### config.mk
export PLATFORM = sky130hd
export DESIGN_NAME = prw_host
export DESIGN_NICKNAME = d
export VERILOG_FILES = /design/src/rtl/prw_pkg.sv /design/src/rtl/prw_pin_cycle.sv /design/src/rtl/prw_host.sv
export SDC_FILE = /design/constraint.sdc
export NUM_CORES = 1
export LEC_CHECK = 0
export ABC_CLOCK_PERIOD_IN_PS = 5650
export BUFFER_PORTS_ARGS = -buffer_cell sky130_fd_sc_hd__clkbuf_2
export CORE_ASPECT_RATIO = 0.5
export CORE_MARGIN = 2
export CORE_UTILIZATION = 40
export CTS_CLUSTER_DIAMETER = 50
export CTS_CLUSTER_SIZE = 12
export DETAILED_ROUTE_END_ITERATION = 16
export MAX_ROUTING_LAYER = met4
export PLACE_DENSITY = 0.64
export SYNTH_ARGS = -nofsm -noshare
export SYNTH_HDL_FRONTEND = slang
export SYNTH_SLANG_ARGS = --single-unit
export TNS_END_PERCENT = 5
### constraint.sdc
create_clock -name clock_i -period 5.65 [get_ports clock_i]
set_clock_uncertainty 0.05 [all_clocks]
set_input_delay 0 -clock clock_i [delete_from_list [all_inputs] [get_ports clock_i]]
set_output_delay 0 -clock clock_i [all_outputs]
set_load 0.05 [all_outputs]
### src/rtl/prw_pkg.sv
// constants and types for the rewriteable rom host controller
package prw_pkg;
	localparam int          ADDR_W          = 16;
	localparam int          DATA_W          = 16;
	// unlock and command bytes, low byte only; the upper byte is don't-care
	localparam logic [15:0] UNLOCK_ADDR_A   = 16'h5555;
	localparam logic [15:0] UNLOCK_ADDR_B   = 16'h2aaa;
	localparam logic [7:0]  UNLOCK_DATA_A   = 8'haa;
	localparam logic [7:0]  UNLOCK_DATA_B   = 8'h55;
	localparam logic [7:0]  CMD_ERASE_SETUP = 8'h80;
	localparam logic [7:0]  CMD_ERASE_CHIP  = 8'h10;
	localparam logic [7:0]  CMD_PROGRAM     = 8'ha0;
	localparam logic [7:0]  CMD_ID_ENTRY    = 8'h90;
	localparam logic [7:0]  CMD_ID_EXIT     = 8'hf0;
	localparam logic [2:0]  ERASE_LEN       = 3'h6;
	localparam logic [2:0]  PROGRAM_LEN     = 3'h4;
	localparam logic [2:0]  ID_ENTRY_LEN    = 3'h3;
	localparam logic [2:0]  ID_EXIT_LEN     = 3'h1;
	localparam logic [15:0] ERASED_WORD     = 16'hffff;
	localparam logic [15:0] ID_MFR_ADDR     = 16'h0000;
	localparam logic [15:0] ID_DEV_ADDR     = 16'h0001;
	// timing
	localparam int          CLK_PERIOD_NS   = 100;
	localparam int          PROGRAM_TIME_NS = 20000;
	localparam int          ERASE_TIME_NS   = 500000000;
	localparam int          PROGRAM_WAIT    = PROGRAM_TIME_NS / CLK_PERIOD_NS;
	localparam int          ERASE_WAIT      = ERASE_TIME_NS / CLK_PERIOD_NS;
	// one pin cycle: setup, strobe, hold, then done
	localparam int          PIN_CYCLE_LAT   = 4;
	typedef enum logic [2:0] {
		PRW_OP_READ,
		PRW_OP_PROGRAM,
		PRW_OP_ERASE,
		PRW_OP_ID_ENTRY,
		PRW_OP_ID_EXIT
	} prw_op_t;
endpackage

### src/rtl/prw_pin_cycle.sv
// one read or write bus cycle on the rom pins
`timescale 1ns/1ns
`default_nettype none
module prw_pin_cycle (
	input  wire logic                    clock_i,
	input  wire logic                    reset_i,
	input  wire logic                    start_i,
	input  wire logic                    wr_i,
	input  wire logic [prw_pkg::ADDR_W-1:0] addr_i,
	input  wire logic [prw_pkg::DATA_W-1:0] data_i,
	output logic                         done_o,
	output logic [prw_pkg::DATA_W-1:0]   rdata_o,
	output logic [prw_pkg::ADDR_W-1:0]   word_address_o,
	output logic                         chip_sel_n_o,
	output logic                         out_en_n_o,
	output logic                         write_n_o,
	output logic [prw_pkg::DATA_W-1:0]   data_lines_o,
	output logic                         data_lines_oe_o,
	input  wire logic [prw_pkg::DATA_W-1:0] data_lines_i
);
	import prw_pkg::*;

	typedef enum logic [1:0] {CYC_IDLE, CYC_SETUP, CYC_STROBE, CYC_HOLD} prw_cyc_st_t;
	typedef struct packed {
		prw_cyc_st_t       st;
		logic              wr;
		logic              done;
		logic [DATA_W-1:0] rdata;
		logic [ADDR_W-1:0] addr;
		logic [DATA_W-1:0] dout;
		logic              ce_n;
		logic              oe_n;
		logic              we_n;
		logic              doe;
	} prw_cyc_t;

	prw_cyc_t q_r;
	prw_cyc_t q_nxt;

	// sequence the phases; pins follow the next phase so they come from flops
	always_comb begin
		q_nxt      = q_r;
		q_nxt.done = 1'b0;
		unique case (q_r.st)
			CYC_IDLE: begin
				if (start_i) begin
					q_nxt.st   = CYC_SETUP;
					q_nxt.wr   = wr_i;
					q_nxt.addr = addr_i;
					q_nxt.dout = data_i;
				end
			end
			CYC_SETUP: q_nxt.st = CYC_STROBE;
			CYC_STROBE: begin
				q_nxt.st = CYC_HOLD;
				// read data has settled for two periods, far beyond access time
				if (!q_r.wr) q_nxt.rdata = data_lines_i;
			end
			CYC_HOLD: begin
				q_nxt.st   = CYC_IDLE;
				q_nxt.done = 1'b1;
			end
		endcase
		// write: oe stays high throughout, we low one whole period (100 ns)
		q_nxt.ce_n = (q_nxt.st == CYC_IDLE);
		q_nxt.oe_n = q_nxt.wr || (q_nxt.st == CYC_IDLE);
		q_nxt.we_n = !(q_nxt.wr && q_nxt.st == CYC_STROBE);
		// data held through the we rise so the device latches it
		q_nxt.doe  = q_nxt.wr && (q_nxt.st != CYC_IDLE);
	end

	always_ff @(posedge clock_i or posedge reset_i) begin
		if (reset_i) begin
			q_r      <= '0;
			q_r.ce_n <= 1'b1;
			q_r.oe_n <= 1'b1;
			q_r.we_n <= 1'b1;
		end else begin
			q_r <= q_nxt;
		end
	end

	assign done_o          = q_r.done;
	assign rdata_o         = q_r.rdata;
	assign word_address_o  = q_r.addr;
	assign chip_sel_n_o    = q_r.ce_n;
	assign out_en_n_o      = q_r.oe_n;
	assign write_n_o       = q_r.we_n;
	assign data_lines_o    = q_r.dout;
	assign data_lines_oe_o = q_r.doe;
endmodule
`default_nettype wire

### src/rtl/prw_host.sv
// host controller driving the rewriteable rom through its pins
`timescale 1ns/1ns
`default_nettype none
module prw_host #(
	parameter int unsigned ERASE_CYCLES = prw_pkg::ERASE_WAIT
) (
	input  wire logic                       clock_i,
	input  wire logic                       reset_i,
	input  wire logic                       cmd_valid_i,
	output logic                            cmd_ready_o,
	input  wire prw_pkg::prw_op_t           cmd_op_i,
	input  wire logic [prw_pkg::ADDR_W-1:0] cmd_addr_i,
	input  wire logic [prw_pkg::DATA_W-1:0] cmd_data_i,
	output logic                            rsp_valid_o,
	output logic [prw_pkg::DATA_W-1:0]      rsp_data_o,
	output logic                            busy_o,
	output logic                            id_mode_o,
	output logic [prw_pkg::ADDR_W-1:0]      word_address_o,
	output logic                            chip_sel_n_o,
	output logic                            out_en_n_o,
	output logic                            write_n_o,
	output logic [prw_pkg::DATA_W-1:0]      data_lines_o,
	output logic                            data_lines_oe_o,
	input  wire logic [prw_pkg::DATA_W-1:0] data_lines_i
);
	import prw_pkg::*;

	typedef enum logic [1:0] {ST_IDLE, ST_CYCLE, ST_WAIT} prw_st_t;
	typedef struct packed {
		prw_st_t           st;
		prw_op_t           op;
		logic [2:0]        idx;
		logic [ADDR_W-1:0] addr;
		logic [DATA_W-1:0] wdata;
		logic [31:0]       timer;
		logic              id_mode;
		logic              rsp_valid;
		logic [DATA_W-1:0] rsp_data;
		logic              cyc_start;
		logic              cyc_wr;
		logic [ADDR_W-1:0] cyc_addr;
		logic [DATA_W-1:0] cyc_data;
	} prw_ctl_t;

	prw_ctl_t          q_r;
	prw_ctl_t          q_nxt;
	logic              cyc_done;
	logic [DATA_W-1:0] cyc_rdata;

	// number of bus writes in each command sequence
	function automatic logic [2:0] seq_len(input prw_op_t op);
		unique case (op)
			PRW_OP_ERASE:    seq_len = ERASE_LEN;
			PRW_OP_PROGRAM:  seq_len = PROGRAM_LEN;
			PRW_OP_ID_ENTRY: seq_len = ID_ENTRY_LEN;
			default:         seq_len = ID_EXIT_LEN;
		endcase
	endfunction

	// address and data of write number idx; the upper data byte is sent as zero except in the program word write
	function automatic logic [31:0] seq_step(input prw_op_t op, input logic [2:0] idx,
			input logic [15:0] ua, input logic [15:0] ud);
		logic [7:0] cmd;
		cmd = CMD_ID_ENTRY;
		if (op == PRW_OP_ERASE) cmd = CMD_ERASE_SETUP;
		if (op == PRW_OP_PROGRAM) cmd = CMD_PROGRAM;
		seq_step = {UNLOCK_ADDR_A, 8'h00, UNLOCK_DATA_A};
		unique case (idx)
			3'h0: begin
				// exit needs no unlock and takes any address
				if (op == PRW_OP_ID_EXIT) seq_step = {ua, 8'h00, CMD_ID_EXIT};
			end
			3'h1, 3'h4: seq_step = {UNLOCK_ADDR_B, 8'h00, UNLOCK_DATA_B};
			3'h2: seq_step = {UNLOCK_ADDR_A, 8'h00, cmd};
			3'h3: begin
				// the fourth program write carries the full 16-bit word
				if (op == PRW_OP_PROGRAM) seq_step = {ua, ud};
			end
			3'h5: seq_step = {UNLOCK_ADDR_A, 8'h00, CMD_ERASE_CHIP};
			default: seq_step = {UNLOCK_ADDR_A, 8'h00, UNLOCK_DATA_A};
		endcase
	endfunction

	// command sequencer; a sequence is always issued whole, so the device
	// never sees a broken one from this side
	always_comb begin
		q_nxt           = q_r;
		q_nxt.rsp_valid = 1'b0;
		q_nxt.cyc_start = 1'b0;
		unique case (q_r.st)
			ST_IDLE: begin
				// new commands only here, so nothing lands on a busy device
				if (cmd_valid_i) begin
					q_nxt.op        = cmd_op_i;
					q_nxt.addr      = cmd_addr_i;
					q_nxt.wdata     = cmd_data_i;
					q_nxt.idx       = 3'h0;
					q_nxt.st        = ST_CYCLE;
					q_nxt.cyc_start = 1'b1;
					q_nxt.cyc_wr    = (cmd_op_i != PRW_OP_READ);
					{q_nxt.cyc_addr, q_nxt.cyc_data} = seq_step(cmd_op_i, 3'h0, cmd_addr_i, cmd_data_i);
					// a read uses the caller's address as is, id words included
					if (cmd_op_i == PRW_OP_READ) q_nxt.cyc_addr = cmd_addr_i;
				end
			end
			ST_CYCLE: begin
				if (cyc_done) begin
					if (q_r.op == PRW_OP_READ) begin
						q_nxt.rsp_valid = 1'b1;
						q_nxt.rsp_data  = cyc_rdata;
						q_nxt.st        = ST_IDLE;
					end else if (q_r.idx != seq_len(q_r.op) - 3'h1) begin
						q_nxt.idx       = q_r.idx + 3'h1;
						q_nxt.cyc_start = 1'b1;
						{q_nxt.cyc_addr, q_nxt.cyc_data} = seq_step(q_r.op, q_r.idx + 3'h1, q_r.addr, q_r.wdata);
					end else begin
						unique case (q_r.op)
							PRW_OP_PROGRAM: begin
								// device pulses itself; just wait out the program time
								q_nxt.timer = 32'(PROGRAM_WAIT - 1);
								q_nxt.st    = ST_WAIT;
							end
							PRW_OP_ERASE: begin
								// the longest erase, so every word reads ones afterwards
								q_nxt.timer = 32'(ERASE_CYCLES - 1);
								q_nxt.st    = ST_WAIT;
							end
							PRW_OP_ID_ENTRY: begin
								q_nxt.id_mode   = 1'b1;
								q_nxt.rsp_valid = 1'b1;
								q_nxt.st        = ST_IDLE;
							end
							default: begin
								q_nxt.id_mode   = 1'b0;
								q_nxt.rsp_valid = 1'b1;
								q_nxt.st        = ST_IDLE;
							end
						endcase
					end
				end
			end
			ST_WAIT: begin
				if (q_r.timer == 32'h0) begin
					// device is back in read mode without any exit write
					q_nxt.rsp_valid = 1'b1;
					q_nxt.st        = ST_IDLE;
				end else begin
					q_nxt.timer = q_r.timer - 32'h1;
				end
			end
			default: q_nxt.st = ST_IDLE;
		endcase
	end

	always_ff @(posedge clock_i or posedge reset_i) begin
		if (reset_i) begin
			q_r <= '0;
		end else begin
			q_r <= q_nxt;
		end
	end

	// pin timing lives in the cycle engine; it keeps oe high on writes
	prw_pin_cycle u_cycle (
		.clock_i         (clock_i),
		.reset_i         (reset_i),
		.start_i         (q_r.cyc_start),
		.wr_i            (q_r.cyc_wr),
		.addr_i          (q_r.cyc_addr),
		.data_i          (q_r.cyc_data),
		.done_o          (cyc_done),
		.rdata_o         (cyc_rdata),
		.word_address_o  (word_address_o),
		.chip_sel_n_o    (chip_sel_n_o),
		.out_en_n_o      (out_en_n_o),
		.write_n_o       (write_n_o),
		.data_lines_o    (data_lines_o),
		.data_lines_oe_o (data_lines_oe_o),
		.data_lines_i    (data_lines_i)
	);

	// handshake and busy are decoded from the state; data and the other flags come from flops
	assign cmd_ready_o = (q_r.st == ST_IDLE);
	assign busy_o      = (q_r.st == ST_WAIT);
	assign rsp_valid_o = q_r.rsp_valid;
	assign rsp_data_o  = q_r.rsp_data;
	assign id_mode_o   = q_r.id_mode;
endmodule
`default_nettype wire

==> key figures, run 1 <==
Outcome
  • Status: complete, no violations

Timing
  • Worst Slack Setup Final: 2.59 ns
  • Fmax: 326 MHz
  • Slew @ Worst Pin: 1.05 ns
  • Crit share post-route: 54.2%
  • Setup TNS: 0 ns
  • RSZ-0062 raised after global routing: no
  • Period minus WS final: 3.06 ns
  • Max_slew headroom: 30.1%
  • Final setup viols: 0
  • Slew Limit Fails: 0
  • Final hold viol count: 0

Critical path
  • Crit path max fanout: 15
  • Crit path DAT: 3.35 ns
  • Reg-to-Reg Start: q_r[117]
  • Reg2Reg Setup Slack: 2.59 ns
  • Worst setup SP type: flop
  • WP data required: 5.94 ns
  • Crit. End Element: flop
  • Reg2reg end: q_r[23]
  • WS Path Type: flop to flop
  • Worst r2r path cells: 7

Route
  • WL final: 19400 µm
  • Initial DRC Count: 482
  • DR DRC count: 0
  • Vias: 6376
  • Final ANT Viol Nets: 0
  • WL/cell: 15.9 µm
  • Iteration count of the initial detailed-routing pass: 5
  • DR vias/cell: 5.25

Power
  • P_leak: 4.67 nW
  • Sw power: 2.60 mW
  • Clock Power Share: 18.9%
  • Sw Ratio: 43.4%
  • Power Dens Cells: 580 mW/mm²
  • Peak VDD IR: 0.267 mV
  • Internal: 3.40 mW
  • Comb power frac: 46.0%
  • Part of the power in registers: 35.1%

Synth
  • Unique masters post-synth: 76
  • Syn Area/Cell: 11.0 µm²
  • Ys async rst share: 100%
  • Synth Warn #: 0
  • Register area share after synthesis: 51.1%
  • Post-synth EDFFs: 0
  • Post-Syn Nets: 871
  • Synthesized area: 0.00883 mm²
  • Synthesized instance count: 802
  • Number of synthesized register bits: 180
  • Top_reg_cell synth: dfrtp_1

Final layout
  • Ant diodes: 0
  • Commonest non-fill, non-tap cell in the layout: dfrtp_1
  • Share of layout cells above drive strength 1: 30.1%
  • Final layout net count: 971
  • Area Growth Syn to Fin: 17.1%
  • Most frequent cells in the layout: 177 x dfrtp_1, 109 x clkbuf_2, 99 x mux2_2

Floorplanning
  • DIE AREA: 0.0233 mm²
  • Num rows: 38
  • Core area: 0.0217 mm²
  • I/O pin total: 110
  • Die W: 214 µm
  • Die Y: 109 µm
  • Initial core utilization: 40.7%

Flow run
  • Max-cap viol count: 0

CTS
  • H-Tree Depth: 4
  • Worst-Skew Late Latency: 0.43 ns
  • CTS tree: done
  • Number of buffers on the longest clock path: 2
  • Clock root buffer: clkbuf_16
  • Clock sinks: 180
  • Num CTS Buffers: 17
  • Resize count post-CTS: 0
  • Clock transition at path regs: 0.07 ns

Place
  • GP Congestion: 0.869
  • Port bufs: 109
  • Setup WS pre-CTS: 2.65 ns
  • Placed wire-length estimate: 12700 µm

Global route
  • Antenna violations before repair: 0
  • Largest net degree at the start of global routing: 73
  • First-pass GRT wire length: 32500 µm
  • GRT Residual Overflow: 0
  • Vias in the first global route: 6359
  • GRT Util Overall: 17.9%

Worst hold path
  • Hold Path Class: input pin to async pin
stage by stage:
stage	utilization, %	power, mW	cell area, µm²	std cells	hold slack, ns
2_1_floorplan	-	4.45	8830	802	0.101
3_3_place_gp	42.7	4.77	9250	1130	0.0471
3_5_place_dp	42.7	4.85	9250	1130	0.0451
4_1_cts	47.7	6.03	10300	1215	0.138
5_1_grt	47.7	6.43	10300	1215	0.178
6_report	47.7	6.00	10300	1215	0.132
what timing repair did:
action                                  CTS  global route
setup buffers                             0             0
hold endpoints to repair                129             0
endpoints found under the setup margin    0             0
hold buffers                             53             0
state kept, by name (all words and copies together), names as in the netlist:
register	cells
u_cycle.chip_sel_n_o	1
u_cycle.done_o	1
u_cycle.data_lines_o	16
u_cycle.data_lines_oe_o	1
rsp_data_o	16
u_cycle.q_r	3
u_cycle.rdata_o	16
id_mode_o	1
q_r	106
u_cycle.out_en_n_o	1
u_cycle.word_address_o	16
u_cycle.write_n_o	1
rsp_valid_o	1
power by group through the flow:
stage	registers (mW)	logic (mW)	clock network [mW]
4_1_cts	2.10	2.77	1.16
3_5_place_dp	2.12	2.73	0
3_3_place_gp	2.10	2.67	0
6_report	2.10	2.76	1.13
5_1_grt	2.17	3.03	1.22
2_1_floorplan	2.06	2.38	0
worst max-delay path: stages (launching register included):
cell,delay (ns)
dfrtp_1,0.63
ha_1,0.29
xor2_1,0.23
o21ai_1,0.32
nand2_1,0.20
nor4_2,0.86
a221oi_1,0.17
o21ai_0,0.21
layout make-up:
| cell class | count | area (µm²) |
|---|---|---|
| inverters | 18 | 72.6 |
| fillers | 1980 | 11300 |
| well taps | 300 | 375 |
| repair buffers | 169 | 1130 |
| multi-input cells | 516 | 3700 |
| clock buffers | 22 | 454 |
| clock inverters | 10 | 103 |
| flip-flops and latches | 180 | 4510 |
how the worst max path moves through the flow:
| stage | end | slack [ns] | start |
|---|---|---|---|
| floorplan | id_mode_o | 0.72 | reset_i |
| global placement | q_r[72] | 2.64 | q_r[122] |
| detailed placement | q_r[72] | 2.65 | q_r[122] |
| CTS | q_r[23] | 2.60 | q_r[117] |
| global route | q_r[72] | 2.32 | q_r[122] |
| finish | q_r[23] | 2.59 | q_r[117] |
cells in the mapped netlist (3+ instances only):
cell type | number | share of area, %
a21boi_1 | 4 | 0.34
a21o_1 | 11 | 0.94
a21oi_1 | 27 | 1.5
a221oi_1 | 8 | 0.79
a31oi_1 | 23 | 1.6
a41oi_1 | 3 | 0.30
buf_1 | 4 | 0.17
buf_2 | 9 | 0.51
buf_4 | 53 | 4.5
clkbuf_1 | 19 | 0.81
dfrtp_1 | 177 | 50
dfstp_2 | 3 | 0.89
ha_1 | 15 | 2.1
inv_1 | 16 | 0.68
mux2_2 | 99 | 13
nand2_1 | 75 | 3.2
nand2b_1 | 4 | 0.28
nand3_1 | 8 | 0.45
nand4_1 | 4 | 0.28
nor2_1 | 41 | 1.7
nor2b_1 | 4 | 0.28
nor3_1 | 10 | 0.57
nor3b_1 | 3 | 0.26
nor4_1 | 7 | 0.50
nor4_4 | 3 | 0.72
nor4b_1 | 3 | 0.30
o211ai_1 | 8 | 0.68
o21a_1 | 3 | 0.26
o21ai_0 | 61 | 3.5
o21ai_1 | 16 | 0.91
o22ai_1 | 3 | 0.21
o31ai_1 | 7 | 0.60
or2_2 | 3 | 0.21
or3_1 | 10 | 0.71
or4_1 | 8 | 0.68
logic make-up after synthesis:
kind of cell / share of synthesized area [%]
XOR/XNOR: 0.298
AND/OR/NAND/NOR: 12.2
buffers and inverters: 7.20
multiplexers: 12.9
adder cells (fa/ha/maj): 2.13
flip-flops: 51.1
AO/OA/AOI/OAI: 14.2
per-layer routing:
layer	vias to the layer above	GRT usage, %	wire length, µm
met2	157	28.9	9300
met1	3141	23.1	9040
met5	-	-	0
met3	14	3.99	853
met4	0	4.86	184
li1	3064	-	-
(Power assumes the default switching activity.)
==> run 2, diff against run 1 <==
- ABC_CLOCK_PERIOD_IN_PS: 5650 -> 2800
- PLACE_DENSITY: 0.64 -> 0.66
- clock period: 5.65 -> 2.8 ns (I/O delays scaled with it)
==> run 2 against run 1 <==
Compared with the run above:
- sequential share of layout area shrank 0.87 points
- maximum frequency is 18% higher
- sequential power is 100% higher
- power increased by 110%
- global-route usage rose by 0.35 points
- combinational power rose by 110%
- critical endpoint is now q_r[72]
==> key figures, run 2 (same netlist as run 1, synthesis figures left out) <==
Outcome
  • Status: complete, no violations

Final layout
  • Most frequent cells in the layout: 176 x dfrtp_1, 109 x clkbuf_2, 99 x mux2_2
  • Area Growth Syn to Fin: 19.5%
  • Max reg flops: 106
  • Commonest non-fill, non-tap cell in the layout: dfrtp_1
  • Non-filler cells, final: 1236
  • Share of layout cells above drive strength 1: 32.2%
  • Largest reg by FF count: q_r
  • Fillers: 1951
  • Final layout net count: 991

Global route
  • First-pass GRT wire length: 33100 µm
  • GRT Residual Overflow: 0
  • Antenna violations before repair: 1
  • Vias in the first global route: 6630
  • Largest net degree at the start of global routing: 181
  • GRT Util Overall: 18.3%

Route
  • DR DRC count: 0
  • Initial DRC Count: 491
  • WL/cell: 15.9 µm
  • Iteration count of the initial detailed-routing pass: 5
  • Vias: 6489
  • WL final: 19700 µm
  • Final ANT Viol Nets: 0
  • DR vias/cell: 5.25

CTS
  • Worst-Skew Late Latency: 0.43 ns
  • H-Tree Depth: 4
  • CTS tree: done
  • Post-CTS setup buffer count: 0
  • Clock sinks: 180
  • Num CTS Buffers: 17
  • Clock root buffer: clkbuf_16
  • Clock transition at path regs: 0.07 ns
  • Number of buffers on the longest clock path: 2

Power
  • Comb power frac: 47.0%
  • Part of the power in registers: 34.0%
  • Power Dens Cells: 1180 mW/mm²
  • Clock Power Share: 19.0%
  • P_leak: 4.78 nW
  • Internal: 7.05 mW
  • Sw power: 5.41 mW
  • Peak VDD IR: 0.550 mV
  • Sw Ratio: 43.4%

Critical path
  • WS Path Type: flop to flop
  • Crit path DAT: 2.93 ns
  • Crit path max fanout: 17
  • Reg-to-Reg Start: q_r[117]
  • Crit path from: q_r[117]
  • WP data required: 3.13 ns
  • Capture point of the worst path: q_r[72]
  • Reg2reg end: q_r[72]
  • Reg2Reg Setup Slack: 0.19 ns
  • Worst setup SP type: flop
  • Crit. End Element: flop
  • Worst r2r path cells: 7

Floorplanning
  • Core area: 0.0217 mm²
  • I/O pin total: 110
  • Die Y: 109 µm
  • Die W: 214 µm
  • Num rows: 38
  • DIE AREA: 0.0233 mm²
  • Initial core utilization: 40.7%

Timing
  • Period minus WS final: 2.61 ns
  • Slew Limit Fails: 0
  • RSZ-0062 raised after global routing: no
  • Final setup viols: 0
  • Fmax: 384 MHz
  • Setup TNS: 0 ns
  • Slew @ Worst Pin: 0.963 ns
  • Final hold viol count: 0
  • Crit share post-route: 93.1%
  • Max_slew headroom: 35.8%

Place
  • Cells after DPL: 1150
  • GP Congestion: 0.880
  • Port bufs: 109
  • Placed wire-length estimate: 13100 µm

Flow run
  • Max-cap viol count: 0

Worst hold path
  • Hold Path Class: input pin to flop
## run 2: metrics by stage
step / area [µm²] / power [mW] / setup slack, ns / util (%) / hold WS (ns)
final: 10600 / 12.5 / 0.194 / 48.7 / 0.289
after global routing: 10600 / 13.3 / 0.00163 / 48.7 / 0.285
after CTS: 10500 / 12.5 / 0.0823 / 48.6 / 0.265
after detailed placement: 9420 / 10.1 / 0.135 / 43.4 / 0.185
after global placement: 9420 / 9.86 / 0.270 / 43.4 / 0.183
after floorplan: 8830 / 8.98 / 0.389 / - / 0.101
## run 2: metal layers
metal / global-route usage (%) / wire [µm] / share of wire [%] / up-vias
met4: 6.89 / 318 / 1.6 / 0
met2: 30.1 / 9620 / 49 / 116
met1: 22.7 / 9090 / 46 / 3246
met3: 3.57 / 629 / 3.2 / 26
li1: - / - / - / 3101
met5: - / 0 / 0 / -
## run 2: worst min path at each step
stage                      from                   to  slack (ns)  cells after the start
4_1_cts         data_lines_i[7]   u_cycle.rdata_o[7]        0.26                      3
6_report          cmd_data_i[8]              q_r[92]        0.29                      3
2_1_floorplan     cmd_addr_i[0]             q_r[100]        0.10                      1
3_5_place_dp    data_lines_i[7]   u_cycle.rdata_o[7]        0.19                      2
3_3_place_gp   data_lines_i[13]  u_cycle.rdata_o[13]        0.18                      2
5_1_grt         data_lines_i[6]   u_cycle.rdata_o[6]        0.29                      3
## run 2: final cells by class
cell class / instances / area, µm² / area share (%)
sequential: 180 / 4510 / 42.7
timing repair buffer: 189 / 1300 / 12.4
clock buffer: 18 / 439 / 4.16
clock inverter: 14 / 144 / 1.36
antenna: 1 / 2.50 / 0.0237
tap: 300 / 375 / 3.56
inverter: 18 / 71.3 / 0.676
multi-input combinational: 516 / 3710 / 35.1
## run 2: power by group through the flow
stage / logic [mW] / clock network [mW] / registers [mW]
after CTS: 5.87 / 2.43 / 4.23
after detailed placement: 5.79 / 0 / 4.27
after floorplan: 4.81 / 0 / 4.16
after global routing: 6.39 / 2.53 / 4.37
final: 5.85 / 2.37 / 4.24
after global placement: 5.64 / 0 / 4.21
## run 2: worst max-delay path, stage by stage (launching register included)
cell and delay, ns:
dfrtp_1 0.62, and4bb_1 0.29, o21ai_1 0.15, a211oi_4 0.40
o211ai_2 0.22, buf_4 0.24, or4b_1 0.50, nand2_1 0.08
## run 2: repair_timing
item	CTS	global route
hold buffers	53	0
gates resized for setup	0	4
setup endpoints to repair	0	11
endpoints found under the hold margin	249	0
==> run 3, diff against run 2 <==
- ABC_CLOCK_PERIOD_IN_PS: 2800 -> 2600
- CELL_PAD_IN_SITES_DETAIL_PLACEMENT: not set -> 0
- CELL_PAD_IN_SITES_GLOBAL_PLACEMENT: not set -> 2
- CORE_UTILIZATION: 40 -> 38
- PLACE_DENSITY: 0.66 -> 0.84
- clock period: 2.8 -> 2.6 ns (I/O delays scaled with it)
==> run 3 against run 2 <==
Compared with the run above:
- non-clock buffer count rose by 12
- via count about the same
- power increased by 12%
- largest cell class unchanged
- worst setup slack got worse by 0.097 ns
- highest routed layer unchanged
==> key figures, run 3 (same netlist as run 1, synthesis figures left out) <==
Outcome
  • Status: complete, no violations

Power
  • P_leak: 4.92 nW
  • Peak VDD IR: 0.595 mV
  • Tot Pwr: 14.0 mW
  • Power Dens Cells: 1300 mW/mm²

Final layout
  • Commonest non-fill, non-tap cell in the layout: dfrtp_1
  • Ant diodes: 0
  • Final layout net count: 1003
  • Area Growth Syn to Fin: 22.3%
  • Share of layout cells above drive strength 1: 33.0%
  • Fin util: 47.4%
  • Non-filler cells, final: 1253
  • Cell area after layout: 0.0108 mm²
  • Largest reg by FF count: q_r
  • Most frequent cells in the layout: 176 x dfrtp_1, 109 x clkbuf_2, 99 x mux2_2
  • Max reg flops: 106

CTS
  • Worst-Skew Late Latency: 0.44 ns
  • Number of buffers on the longest clock path: 2
  • Clock transition at path regs: 0.07 ns
  • CTS tree: done
  • Num CTS Buffers: 17
  • Clock root buffer: clkbuf_16
  • Post-CTS setup buffer count: 0
  • Clock sinks: 180
  • H-Tree Depth: 4

Floorplanning
  • DIE AREA: 0.0245 mm²
  • Core area: 0.0228 mm²
  • Die W: 220 µm
  • Num rows: 39
  • Initial core utilization: 38.7%
  • Die Y: 112 µm
  • I/O pin total: 110

Timing
  • Fmax: 399 MHz
  • Final setup viols: 0
  • Final hold viol count: 0
  • Slew Limit Fails: 0
  • RSZ-0062 raised after global routing: yes
  • Period minus WS final: 2.50 ns
  • Crit share post-route: 96.3%
  • Min Hold Slack: 0.169 ns
  • Slew @ Worst Pin: 0.771 ns
  • Max_slew headroom: 48.4%

Critical path
  • Crit path max fanout: 42
  • Crit. End Element: flop
  • Slowest stage delay, CP: 0.49 ns
  • Reg2reg end: q_r[62]
  • Crit path max-delay cell type: dfrtp_1
  • Critical-path cell list: and4bb_2 -> o21ai_1 -> a211oi_4 -> o211ai_2 -> buf_12 -> or4_1 -> a21boi_1
  • Reg2Reg Setup Slack: 0.1 ns
  • Reg-to-Reg Start: q_r[119]
  • WP data required: 2.91 ns
  • WS Path Type: flop to flop
  • Top delay family on crit path: compound AO/OA/AOI/OAI gates
  • CP Buf/Inv Count: 1
  • Worst r2r path cells: 7
  • Crit path DAT: 2.81 ns
  • Worst setup SP type: flop
  • Crit path from: q_r[119]

Worst hold path
  • Hold Path Class: input pin to async pin

Route
  • Initial DRC Count: 383
  • Iteration count of the initial detailed-routing pass: 5
  • WL final: 20300 µm
  • Final ANT Viol Nets: 0
  • WL/cell: 16.2 µm
  • DR DRC count: 0
  • Vias: 6486
  • DR vias/cell: 5.18

Place
  • GP Congestion: 0.862
  • Placed wire-length estimate: 13700 µm
  • Port bufs: 109
  • Cells after DPL: 1169
  • Area after DPL: 0.00955 mm²

Global route
  • First-pass GRT wire length: 34600 µm
  • Largest net degree at the start of global routing: 110
  • Vias in the first global route: 6848
  • GRT Util Overall: 18.3%
  • GRT Residual Overflow: 0
  • Antenna violations before repair: 0

Flow run
  • Max-cap viol count: 0
## run 3: changes by cell type in the layout (fill, tap and decap cells not counted), moves of 3 or more
cell        before  now
clkinvlp_4       7    2
bufinv_16        1    6
buf_12           2    5
buf_4           25   34
## run 3: how the worst max path moves through the flow
| stage | end | slack (ns) | cells after the start |
|---|---|---|---|
| 3_3_place_gp | q_r[62] | 0.22 | 7 |
| 4_1_cts | q_r[62] | 0.17 | 7 |
| 6_report | q_r[62] | 0.1 | 7 |
| 3_5_place_dp | q_r[62] | 0.19 | 7 |
| 2_1_floorplan | q_r[57] | 0.19 | 7 |
| 5_1_grt | q_r[65] | -0.004 | 7 |
## run 3: final cells by class
class | count | area [µm²]
Fill cell | 2133 | 12000
Sequential cell | 180 | 4510
Multi-Input combinational cell | 516 | 3710
Timing Repair Buffer | 201 | 1430
Clock buffer | 17 | 425
Tap cell | 307 | 384
Clock inverter | 14 | 264
Inverter | 18 | 71.3
## run 3: metal layers
| layer | vias up | GRT usage [%] | wire length, µm |
|---|---|---|---|
| met5 | - | - | 0 |
| met4 | 0 | 5.95 | 289 |
| met3 | 29 | 4.21 | 761 |
| met2 | 100 | 29.1 | 9830 |
| met1 | 3240 | 23.3 | 9420 |
| li1 | 3117 | - | - |
## run 3: power breakdown
part           internal (mW)  switching [mW]
registers               3.87           0.667
clock network           1.83            1.18
logic                   2.47            3.99
total                   8.18            5.83
## run 3: per-stage QoR
stage	setup slack [ns]	setup TNS (ns)
floorplan	0.189	0
global placement	0.224	0
detailed placement	0.193	0
CTS	0.167	0
global route	-0.00384	-0.00384
finish	0.0963	0
## run 3: what timing repair did
action                                 CTS  global route
gates resized for setup                  0             5
endpoints found under the hold margin  251             0
hold buffers                            53             0
setup endpoints to repair                0            15
## run 3: worst min-delay path, stage by stage
cell	delay (ns)
dlygate4sd3_1	0.53
clkbuf_2	0.12
clkinvlp_4	0.10
buf_12	0.31
